<file path="src/core/wim_pkg.sv">
// Purpose: Constants and types for the wake input monitor.
// Assumes: core_clk at 10 MHz.
// Notes: Holds field encodings, filter times and mode codes.
//
// Overview of operation
// RULE1: Every wake pin signals on both rising and falling threshold crossings.
// RULE2: Qualified edge gives interrupt in run/stop, wake-up in sleep/safe.
// RULE3: Static mode watches always; cyclic mode only inside the timer window.
// RULE4: Crossing starts filter; wake only if no new crossing before it ends.
// RULE5: Each pin's wake ability is enabled individually by software.
// RULE6: A pin wake sets that pin's flag in the first status register.
// RULE7: Level bits report live level in run/stop, sampled level in cyclic.
// RULE8: Alternate output pins as wake inputs use short filter, second status.
// RULE9: Pull field: 00 none, 01 pull-down, 10 pull-up, 11 automatic.
// RULE10: Automatic pull enables pull-up when high, pull-down when low.
// RULE11: Filter field: short static, long static, cyclic timer one or two.
// RULE12: Software assigns the cyclic timer to a high-side supply output.
// RULE13: Measurement off at reset; switch closes only in run mode.
// RULE14: Measurement kills pulls on pins one and two and gates them.
// RULE15: Measurement freezes status and level bits of pins one and two.
// RULE16: Sleep request with only pins one/two enabled fails to restart; code refuses it only while measurement is enabled.
// RULE17: Wake interrupt only for enabled pins; level bits never interrupt.
// RULE18: Filters are oscillator counters restarted by every crossing.
// RULE19: Wake flags stay set until software clears them.
package wim_pkg;
   localparam int CLK_MHZ = 10;
   localparam int SHORT_FILTER_US = 16;
   localparam int LONG_FILTER_US = 64;
   localparam int SHORT_FILTER_CYC = SHORT_FILTER_US * CLK_MHZ;
   localparam int LONG_FILTER_CYC = LONG_FILTER_US * CLK_MHZ;
   localparam int CNT_W = 10;
   localparam logic [1:0] PULL_NONE = 2'h0;
   localparam logic [1:0] PULL_DOWN = 2'h1;
   localparam logic [1:0] PULL_UP = 2'h2;
   localparam logic [1:0] PULL_AUTO = 2'h3;
   localparam logic [1:0] FLT_STATIC_SHORT = 2'h0;
   localparam logic [1:0] FLT_STATIC_LONG = 2'h1;
   localparam logic [1:0] FLT_CYCLIC_ONE = 2'h2;
   localparam logic [1:0] FLT_CYCLIC_TWO = 2'h3;
   localparam logic [2:0] MODE_ACTIVE_RUN = 3'h0;
   localparam logic [2:0] MODE_LOW_POWER_STOP = 3'h1;
   localparam logic [2:0] MODE_DEEP_SLEEP = 3'h2;
   localparam logic [2:0] MODE_SAFE_STATE = 3'h3;
   localparam logic [2:0] MODE_RESTART = 3'h4;
endpackage

</file>
<file path="src/core/wim_edge_filter.sv">
// Purpose: One glitch filter channel for a wake input.
// Assumes: Input already synchronous to core_clk.
// Notes: Pulses qualified once the new level stood for the full interval.
`timescale 1ns/1ps
module wim_edge_filter
   import wim_pkg::*;
(
   input wire logic core_clk,
   input wire logic rstn,
   input wire logic sampleEn,
   input wire logic longSel,
   input wire logic pinIn,
   output logic qualPulse,
   output logic stableLevel
);
   logic lastIn_r, lastIn_nxt;
   logic stable_r, stable_nxt;
   logic busy_r, busy_nxt;
   logic pulse_r, pulse_nxt;
   logic [CNT_W-1:0] cnt_r, cnt_nxt;
   logic [CNT_W-1:0] limit;

   assign limit = longSel ? CNT_W'(LONG_FILTER_CYC - 1) :
                            CNT_W'(SHORT_FILTER_CYC - 1);
   assign qualPulse = pulse_r;
   assign stableLevel = stable_r;

   always_comb begin
      lastIn_nxt = lastIn_r;
      stable_nxt = stable_r;
      busy_nxt = busy_r;
      pulse_nxt = 1'b0;
      cnt_nxt = cnt_r;
      if (!sampleEn) begin
         // Outside the sense window no crossing can be seen. The half-seen
         // level is forgotten, so the next window meets it as a crossing.
         lastIn_nxt = stable_r;
         busy_nxt = 1'b0; // [RULE3]
         cnt_nxt = '0;
      end else if (pinIn != lastIn_r) begin
         lastIn_nxt = pinIn;
         busy_nxt = (pinIn != stable_r); // [RULE4]
         cnt_nxt = '0; // [RULE18]
      end else if (busy_r) begin
         if (cnt_r >= limit) begin
            busy_nxt = 1'b0;
            stable_nxt = lastIn_r;
            pulse_nxt = 1'b1; // [RULE1]
         end else begin
            cnt_nxt = cnt_r + CNT_W'(1); // [RULE18]
         end
      end
   end

   always_ff @(posedge core_clk) begin
      if (!rstn) begin
         lastIn_r <= 1'b0;
         stable_r <= 1'b0;
         busy_r <= 1'b0;
         pulse_r <= 1'b0;
         cnt_r <= '0;
      end else begin
         lastIn_r <= lastIn_nxt;
         stable_r <= stable_nxt;
         busy_r <= busy_nxt;
         pulse_r <= pulse_nxt;
         cnt_r <= cnt_nxt;
      end
   end
endmodule

</file>
<file path="src/core/wim_wake_monitor.sv">
// Purpose: Wake input monitor for three wake pins and two alternate pins.
// Assumes: All inputs synchronous to core_clk; control bits from SPI.
// Notes: Flags clear by one-cycle clear strobes; a new event wins.
`timescale 1ns/1ps
module wim_wake_monitor
   import wim_pkg::*;
#(
   parameter int NUM_PINS = 3,
   parameter int NUM_ALT = 2
) (
   input wire logic core_clk,
   input wire logic rstn,
   input wire logic [NUM_PINS-1:0] wakePin,
   input wire logic [NUM_ALT-1:0] altPinIn,
   input wire logic [NUM_ALT-1:0] altWakeEnable,
   input wire logic [NUM_PINS-1:0] wakeEnable,
   input wire logic [2*NUM_PINS-1:0] pullSelect,
   input wire logic [2*NUM_PINS-1:0] filterSelect,
   input wire logic measurementEnable,
   input wire logic [2:0] devMode,
   input wire logic cyclicWindowOne,
   input wire logic cyclicWindowTwo,
   input wire logic sleepRequest,
   input wire logic [NUM_PINS-1:0] statusFirstClear,
   input wire logic [NUM_ALT-1:0] statusSecondClear,
   output logic [NUM_PINS-1:0] wakeStatusFirst,
   output logic [NUM_ALT-1:0] wakeStatusSecond,
   output logic [NUM_PINS-1:0] pinLevel,
   output logic [NUM_PINS-1:0] pullUpEn,
   output logic [NUM_PINS-1:0] pullDownEn,
   output logic measurementSwitch,
   output logic wakeIrqPulse,
   output logic wakeUpPulse,
   output logic cmdFailFlag,
   output logic restartReq
);
   // -----------------------------------------------------------------
   // Filters
   // -----------------------------------------------------------------
   logic [NUM_PINS-1:0] qual, stable, gated, sampleEn, rawIn;
   logic [NUM_ALT-1:0] altQual;
   logic measActive;

   function automatic logic isMeasPin(input int idx);
      return idx < 2;
   endfunction

   assign measActive = measurementEnable;

   genvar g;
   generate
      for (g = 0; g < NUM_PINS; g++) begin : gPin
         logic [1:0] flt;
         assign flt = filterSelect[2*g +: 2];
         // Pins one and two are gated off while measuring.
         assign gated[g] = measActive && isMeasPin(g); // [RULE14]
         assign rawIn[g] = gated[g] ? 1'b0 : wakePin[g];
         always_comb begin
            case (flt)
               FLT_CYCLIC_ONE: sampleEn[g] = cyclicWindowOne; // [RULE3]
               FLT_CYCLIC_TWO: sampleEn[g] = cyclicWindowTwo; // [RULE11]
               default: sampleEn[g] = 1'b1;
            endcase
         end
         wim_edge_filter uFilt (
            .core_clk(core_clk),
            .rstn(rstn),
            .sampleEn(sampleEn[g] && !gated[g]),
            .longSel(flt == FLT_STATIC_LONG), // [RULE11]
            .pinIn(rawIn[g]),
            .qualPulse(qual[g]),
            .stableLevel(stable[g])
         );
      end
      for (g = 0; g < NUM_ALT; g++) begin : gAlt
         // Alternate pins always run the short static filter.
         wim_edge_filter uAltFilt (
            .core_clk(core_clk),
            .rstn(rstn),
            .sampleEn(altWakeEnable[g]),
            .longSel(1'b0), // [RULE8]
            .pinIn(altPinIn[g]),
            .qualPulse(altQual[g]),
            .stableLevel()
         );
      end
   endgenerate

   // -----------------------------------------------------------------
   // Status, level and pull state
   // -----------------------------------------------------------------
   logic [NUM_PINS-1:0] stat1_r, stat1_nxt, lvl_r, lvl_nxt;
   logic [NUM_PINS-1:0] pu_r, pu_nxt, pd_r, pd_nxt;
   logic [NUM_ALT-1:0] stat2_r, stat2_nxt;
   logic sw_r, sw_nxt, irq_r, irq_nxt, wu_r, wu_nxt;
   logic fail_r, fail_nxt, rst_r, rst_nxt;
   logic [NUM_PINS-1:0] ev;
   logic [NUM_ALT-1:0] altEv;
   logic runStop, sleepSafe, onlyMeasPins;

   // -----------------------------------------------------------------
   // Mode and wake source decode
   // -----------------------------------------------------------------
   // Both pulses look at the same event set, so it is decoded once.
   function automatic logic anyWake(input logic [NUM_PINS-1:0] p,
                                    input logic [NUM_ALT-1:0] a);
      return (p != '0) || (a != '0);
   endfunction

   assign runStop = (devMode == MODE_ACTIVE_RUN) ||
                    (devMode == MODE_LOW_POWER_STOP);
   assign sleepSafe = (devMode == MODE_DEEP_SLEEP) ||
                      (devMode == MODE_SAFE_STATE);
   assign ev = qual & wakeEnable & ~gated; // [RULE5] [RULE15]
   assign altEv = altQual & altWakeEnable;
   // The refusal counts the alternate pins as wake sources as well.
   assign onlyMeasPins = (wakeEnable[1:0] != 2'h0) &&
                         (wakeEnable[NUM_PINS-1:2] == '0) &&
                         (altWakeEnable == '0);

   // -----------------------------------------------------------------
   // Flag, level and pull next state
   // -----------------------------------------------------------------
   always_comb begin
      stat1_nxt = stat1_r;
      stat2_nxt = stat2_r;
      lvl_nxt = lvl_r;
      pu_nxt = '0;
      pd_nxt = '0;
      for (int i = 0; i < NUM_PINS; i++) begin
         // Set wins over a clear in the same cycle.
         if (ev[i]) begin
            stat1_nxt[i] = 1'b1; // [RULE6]
         end else if (statusFirstClear[i]) begin
            stat1_nxt[i] = 1'b0; // [RULE19]
         end
         if (runStop && !gated[i]) begin // [RULE15]
            // Cyclic pins show the level seen in the last window.
            lvl_nxt[i] = (filterSelect[2*i+1]) ? stable[i]
                                               : wakePin[i]; // [RULE7]
         end
         if (!gated[i]) begin // [RULE14]
            case (pullSelect[2*i +: 2])
               PULL_DOWN: pd_nxt[i] = 1'b1; // [RULE9]
               PULL_UP: pu_nxt[i] = 1'b1;
               PULL_AUTO: begin
                  pu_nxt[i] = wakePin[i]; // [RULE10]
                  pd_nxt[i] = !wakePin[i];
               end
               default: ;
            endcase
         end
      end
      for (int j = 0; j < NUM_ALT; j++) begin
         if (altEv[j]) begin
            stat2_nxt[j] = 1'b1; // [RULE8]
         end else if (statusSecondClear[j]) begin
            stat2_nxt[j] = 1'b0; // [RULE19]
         end
      end
   end

   // -----------------------------------------------------------------
   // Events, measurement switch and sleep check
   // -----------------------------------------------------------------
   always_comb begin
      sw_nxt = measurementEnable && (devMode == MODE_ACTIVE_RUN); // [RULE13]
      irq_nxt = runStop && anyWake(ev, altEv); // [RULE17]
      wu_nxt = sleepSafe && anyWake(ev, altEv); // [RULE2]
      // A refused sleep command is answered by a one-cycle restart request;
      // the failure flag stays set until the next reset.
      fail_nxt = fail_r;
      rst_nxt = 1'b0;
      if (sleepRequest && measActive && onlyMeasPins) begin
         fail_nxt = 1'b1; // [RULE16]
         rst_nxt = 1'b1;
      end
   end

   // -----------------------------------------------------------------
   // Registers
   // -----------------------------------------------------------------
   always_ff @(posedge core_clk) begin
      if (!rstn) begin
         stat1_r <= '0;
         stat2_r <= '0;
         lvl_r <= '0;
         pu_r <= '0;
         pd_r <= '0;
         sw_r <= 1'b0;
         irq_r <= 1'b0;
         wu_r <= 1'b0;
         fail_r <= 1'b0;
         rst_r <= 1'b0;
      end else begin
         stat1_r <= stat1_nxt;
         stat2_r <= stat2_nxt;
         lvl_r <= lvl_nxt;
         pu_r <= pu_nxt;
         pd_r <= pd_nxt;
         sw_r <= sw_nxt;
         irq_r <= irq_nxt;
         wu_r <= wu_nxt;
         fail_r <= fail_nxt;
         rst_r <= rst_nxt;
      end
   end

   // -----------------------------------------------------------------
   // Outputs
   // -----------------------------------------------------------------
   assign wakeStatusFirst = stat1_r;
   assign wakeStatusSecond = stat2_r;
   assign pinLevel = lvl_r;
   assign pullUpEn = pu_r;
   assign pullDownEn = pd_r;
   assign measurementSwitch = sw_r;
   assign wakeIrqPulse = irq_r;
   assign wakeUpPulse = wu_r;
   assign cmdFailFlag = fail_r;
   assign restartReq = rst_r;
endmodule

</file>
<file path="config.mk">
export PLATFORM = sky130hd
export DESIGN_NAME = wim_wake_monitor
export DESIGN_NICKNAME = d
export VERILOG_FILES = /design/src/core/wim_pkg.sv /design/src/core/wim_edge_filter.sv /design/src/core/wim_wake_monitor.sv
export SDC_FILE = /design/constraint.sdc
export NUM_CORES = 1
export LEC_CHECK = 0
export CORE_ASPECT_RATIO = 1.25
export CORE_MARGIN = 1.5
export CORE_UTILIZATION = 60
export DETAILED_ROUTE_END_ITERATION = 16
export DONT_BUFFER_PORTS = 1
export PLACE_DENSITY = 0.76
export SYNTH_ARGS = -nofsm -noshare
export SYNTH_HDL_FRONTEND = slang
export SYNTH_SLANG_ARGS = --single-unit
export TNS_END_PERCENT = 30
</file>
<file path="constraint.sdc">
create_clock -name core_clk -period 2.3 [get_ports core_clk]
set_input_delay 0.345 -clock core_clk [delete_from_list [all_inputs] [get_ports core_clk]]
set_output_delay 0.345 -clock core_clk [all_outputs]
set_load 0.03 [all_outputs]
</file>
==> flow_summary.toml, run 1 <==
[run_status]
status = "finished clean"

[grt]
grt_max_degree = 27
grt_first_pass_wirelength_microns = 14900
grt_pass1_vias = 3396
grtUsageTotal_pct = 24.5
antenna_found_initial = 0
overflow = 0

[routing]
finalWirelength_microns = 8800
vias = 3528
drt-initial-drc-count = 189
via_per_inst = 6.06
drc_errors = 0
antenna_left = 0
wl_per_cell_microns = 15.1
first_pass_iters = 6

[yosys]
synthFlopType = "dfxtp_1"
ys_warn_count = 0
ys_seq_area_share_pct = 42.3
syn_area_sq_mm = 0.00421
synth_area_per_cell_sq_um = 8.77
synth.area.top_cells = "dfxtp_1 42%, nor2_1 5.8%, ha_1 5.1%"
synth_seq_cells = 89
syn_inst = 480
ys_async_sr_fraction_pct = 0
synth-edff-count = 0
synth_fp_nets = 533
ys_types = 50
synth_top_area_share_pct = 42.3
yosysTopAreaCell = "dfxtp_1"

[clock_tree]
numClockSinks = 89
path_clk_slew_ps = 90
root_buffer = "clkbuf_8"
cts.repair.resized = 0
cts_hold_buf = 0
htreeDepth = 3
cts_buffers = 9
postCtsSetupRepairBufs = 0
cts_tree = "done"
clock_latency_ps = 360
cts.path.max_buffers = 2

[placement]
postPlaceCellArea_sq_mm = 0.00434
dp_hpwl_microns = 6480
port_buffers = 0
place_congestion = 0.836
post-place-cells = 566

[finish]
nets = 543
area_growth_pct = 8.12
final_cells = 582
drive_gt1_share_pct = 7.07
fin_area_sq_mm = 0.00455
num_antenna_cells = 0

[timing]
slew_viol_final = 0
rsz0062_at_grt = "false"
whs_ps = 53.4
clock_skew_ps = 13.2
worstMarginPinSlew_ps = 467
max_slew_margin_pct = 68.8
fmax_mhz = 471
final_hold_viol_count = 0
fin_crit_ps = 2120
timing.final.crit_share_pct = 92.3
setup-violations-final = 0

[setup_path]
max_stage_delay_ps = 520
required_ps = 2580
crit_slowest_cell = "or4_1"
r2r-start = "gPin[2].uFilt.cnt_r[7]"
arrival_ps = 2400
path_max_fanout = 5
crit_path_end_kind = "register"
critPathKind = "reg -> reg"
reg2reg_slack_ps = 180
worstPathCellList = "ha_1 > a211o_1 > a21oi_2 > o2111ai_1 > or4_1 > a21oi_1"
crit_start = "gPin[2].uFilt.cnt_r[7]"
cp-start-kind = "register"

[hold_path]
hp-start = "devMode[2]"
hold_path_class = "in -> reg"

[floorplan]
initial_core_util_pct = 62.9
die_w_microns = 77.9
ios = 55
die-area_sq_mm = 0.00753
fp.dieH_microns = 96.6
core_region_area_sq_mm = 0.00669
rows = 33

[power]
peakVddDrop_mv = 0.403
power_leakage_nw = 1.68
powerDensity_mw_per_mm2 = 623

[flow_run]
maxCapViolCount = 0
[metal layers]
metal	part of all wire (%)	GRT usage [%]	up-vias	wire (microns)
li1	-	-	1745	-
met5	0	0	-	0
met4	1.7	9.62	0	148
met3	6.1	7.45	12	534
met1	43	28.5	1680	3800
met2	49	41.7	91	4310
[logic make-up (layout without fill, tap and decap cells)]
logic type / Yosys count / count (layout) / synth area share [%]
simple gates: 190 / 190 / 22.4
xor+xnor: 34 / 34 / 7.08
fa+ha+maj: 17 / 17 / 5.05
mux: 15 / 15 / 3.57
compound gates: 104 / 104 / 16.8
buf+inv: 31 / 46 / 2.83
flops: 89 / 89 / 42.3
[metrics by stage]
step                      setup WS, ps  utilization (%)  TNS, ps  power (mW)
after CTS                          224             68.0        0        2.86
final                              177             68.0        0        2.84
after floorplan                    180                -        0        1.74
after global routing              91.0             68.0        0        2.94
after detailed placement         -13.0             64.9    -13.0        1.77
after global placement             122             64.9        0        1.76
[layout by cell type, fill, tap and decap left out, types with 5 or more instances in the layout]
master	count
o31ai_1	5
o21ai_0	17
and4_1	6
nand2b_1	8
buf_4	9
o211ai_1	13
nand2_1	36
nor2_1	65
ha_1	17
nor3_1	11
nand3_1	19
a21oi_1	34
clkbuf_8	10
and3_1	10
xnor2_1	13
dfxtp_1	89
nand4_1	10
or3_1	6
mux2i_1	15
inv_1	21
xor2_1	21
o2111ai_1	5
[sequential cells by signal (all words and copies together) (netlist names), 3 cells and up]
name                    flops
wakeStatusFirst             3
pullUpEn                    3
gPin.uFilt.qualPulse        3
gAlt.uAltFilt.cnt_r        20
gPin.uFilt.stableLevel      3
gPin.uFilt.cnt_r           30
pullDownEn                  3
pinLevel                    3
gPin.uFilt.lastIn_r         3
gPin.uFilt.busy_r           3
[area by class of cell]
type                       count  area, sq um
timing repair buffer           9         67.6
inverter                      21         78.8
clock buffer                  10          138
tap                           87          109
fill                         567         2140
multi-input combinational    360         2310
clock inverter                 6         67.6
sequential                    89         1780
[synth_stat cells, types with 2 or more instances]
cell,number
dfxtp_1,89
o2111a_1,3
o2111ai_1,5
clkbuf_1,8
a21oi_1,34
ha_1,17
nand2b_1,8
o21ai_1,2
buf_2,2
o31ai_1,5
a211oi_1,3
o211ai_1,13
mux2i_1,15
nand3_1,19
nand4b_1,4
xnor2_1,13
nand2_1,36
o31a_1,2
xor2_1,21
a21oi_2,4
nor4_1,2
nor3_1,11
a41oi_1,2
nand4_1,10
inv_1,21
o21ai_0,17
nor2_1,65
a211o_1,3
and3_1,10
or4_1,3
or3_1,6
and2_1,4
and4_1,6
[worst max-delay path: cells and delay by family, from the launching register on]
family	cells	cell delay, ps
compound gates	4	820
simple gates	1	520
flops	1	420
fa+ha+maj	1	280
[where the power goes]
group,internal (mW),total [mW],switching [mW]
Sequential,1.56,1.59,0.0315
Combinational,0.0589,0.143,0.0845
Clock,0.534,1.10,0.570
Total,2.15,2.84,0.686
[worst paths after layout]
check,cells after the start,to
worst max register to register,6,gPin[2].uFilt.cnt_r[8]
worst min-delay path,1,wakeIrqPulse
worst min register to register,2,gAlt[0].uAltFilt.cnt_r[8]
worst max-delay path,6,gPin[2].uFilt.cnt_r[8]
Note: power is estimated with default switching activity, not from simulation.
==> run 2: changes to the inputs <==
--- a/config.mk
+++ b/config.mk
@@ -11,6 +11,7 @@
 export DETAILED_ROUTE_END_ITERATION = 16
 export DONT_BUFFER_PORTS = 1
 export PLACE_DENSITY = 0.76
+export REMOVE_ABC_BUFFERS = 1
 export SYNTH_ARGS = -nofsm -noshare
 export SYNTH_HDL_FRONTEND = slang
 export SYNTH_SLANG_ARGS = --single-unit
==> run 2 against run 1 <==
  * Clock power increased by 10%
  * Global-route usage about the same
  * Total power increased by 3.5%
  * Combinational power about the same
  * Clock skew decreased by 5.0 ps
  * Cell count increased by 0.17%
  * Wire length decreased by 0.69%
  * Sequential share of layout area decreased by 0.22 points
  * Clock-buffer cell count increased by 1
  * Highest routed layer unchanged
==> flow_summary.toml, run 2 (synthesized netlist as in run 1, its figures left out) <==
[routing]
wl_met3_microns = 722
vias = 3495
wl_met1_microns = 3700
via_per_inst = 5.99
highest_layer = "met4"
drt-initial-drc-count = 196
drc_errors = 0
finalWirelength_microns = 8740
wl_per_cell_microns = 15.0
first_pass_iters = 4
antenna_left = 0
met2_length_microns = 4200

[grt]
overflow = 0
antenna_found_initial = 0
grtUsageTotal_pct = 24.5
grt_max_degree = 27
grt_pass1_vias = 3398
grt_first_pass_wirelength_microns = 14900

[timing]
max_slew_margin_pct = 68.8
fmax_mhz = 492
slew_viol_final = 0
rsz0062_at_grt = "false"
finalSetupTns_ps = 0
timing.final.crit_share_pct = 88.4
worstMarginPinSlew_ps = 466
fin_crit_ps = 2030
setup-violations-final = 0
final_hold_viol_count = 0
clock_skew_ps = 8.27

[finish]
layout_common_cells = "89 x dfxtp_1, 65 x nor2_1, 36 x nand2_1, 34 x a21oi_1"
largest_reg_flops = 30
register_area_sq_mm = 0.00178
final_common_cell = "dfxtp_1"
reg_top3 = "gPin.uFilt.cnt_r (30), gAlt.uAltFilt.cnt_r (20)"
nFillCells = 555
final_cells = 583
area_growth_pct = 8.74
drive_gt1_share_pct = 7.07
nets = 543
multi_input_comb_area_sq_mm = 0.00231
largest-register = "gPin.uFilt.cnt_r"

[floorplan]
fp.dieH_microns = 96.6
die-area_sq_mm = 0.00753
ios = 55
initial_core_util_pct = 62.9
rows = 33
core_region_area_sq_mm = 0.00669
die_w_microns = 77.9

[power]
internal_power_mw = 2.28
p_seq_share_pct = 54.1
p_sw_share_pct = 22.2
p_comb_share_pct = 4.8
p_clk_share_pct = 41.1
p_sw_uw = 653
powerDensity_mw_per_mm2 = 642
peakVddDrop_mv = 0.389
power_leakage_nw = 1.70

[run_status]
status = "finished clean"

[clock_tree]
cts.path.max_buffers = 2
cts_tree = "done"
htreeDepth = 3
clock_latency_ps = 350
cts.repair.resized = 0
root_buffer = "clkbuf_8"
path_clk_slew_ps = 80
cts_buffers = 9
postCtsSetupRepairBufs = 0
numClockSinks = 89
cts_hold_buf = 0

[placement]
post-place-cells = 566
port_buffers = 0
dp_hpwl_microns = 6450
place_congestion = 0.825

[hold_path]
hold_path_class = "in -> reg"

[setup_path]
crit_path_end_kind = "register"
critPathKind = "reg -> reg"
path_max_fanout = 5
cp-start-kind = "register"
arrival_ps = 2310
required_ps = 2580

[flow_run]
maxCapViolCount = 0
## run 2: changes by cell type in the layout (fill, tap and decap cells not counted), sizes merged
cell      previous run  this run
clkbuf              10        11
clkinvlp             2         1
diode                0         1
bufinv               1         2
clkinv               3         2
## run 2: worst max-delay path: stages (launching register included)
cell and delay [ps]:
dfxtp_1 410, ha_1 270, a211o_1 270, a21oi_2 190, o2111ai_1 190, or4_1 500
a21oi_1 140
## run 2: final cells by class
cell class | count | share of cell area, %
sequential | 89 | 38.9
inverter | 21 | 1.72
timing repair buffer | 9 | 1.48
tap | 87 | 2.38
multi-input combinational | 360 | 50.4
antenna | 1 | 0.0547
clock buffer | 11 | 3.31
clock inverter | 5 | 1.70
## run 2: metal layers
layer / global-route usage, % / vias up
li1: - / 1751
met1: 29.4 / 1639
met2: 39.6 / 94
met3: 8.40 / 11
met4: 10.4 / 0
met5: 0 / -
## run 2: metrics by stage
stage          utilization (%)  area (sq um)  total power, mW  setup slack, ps  hold WS [ps]
2_1_floorplan                -          4170             1.73             69.9           408
3_3_place_gp              64.9          4340             1.76              121           416
3_5_place_dp              64.9          4340             1.77             42.3           421
4_1_cts                   68.4          4570             2.96              270          46.9
5_1_grt                   68.4          4570             3.06             98.2          41.8
6_report                  68.4          4580             2.94              267          63.3
## run 2: final timing paths
| check | start | end | slack (ps) | depth (start not counted) |
|---|---|---|---|---|
| setup / recovery | gPin[2].uFilt.cnt_r[7] | gPin[2].uFilt.cnt_r[8] | 270 | 6 |
| hold / removal | devMode[2] | wakeUpPulse | 60 | 1 |
| setup reg to reg | gPin[2].uFilt.cnt_r[7] | gPin[2].uFilt.cnt_r[8] | 270 | 6 |
| hold reg to reg | gAlt[0].uAltFilt.cnt_r[8] | gAlt[0].uAltFilt.cnt_r[8] | 440 | 2 |
## run 2: power groups by stage
stage	Sequential [mW]	Clock [mW]	Combinational, mW
final	1.59	1.21	0.141
after global routing	1.59	1.31	0.159
after CTS	1.59	1.23	0.142
after detailed placement	1.63	0	0.140
after global placement	1.63	0	0.135
after floorplan	1.62	0	0.106
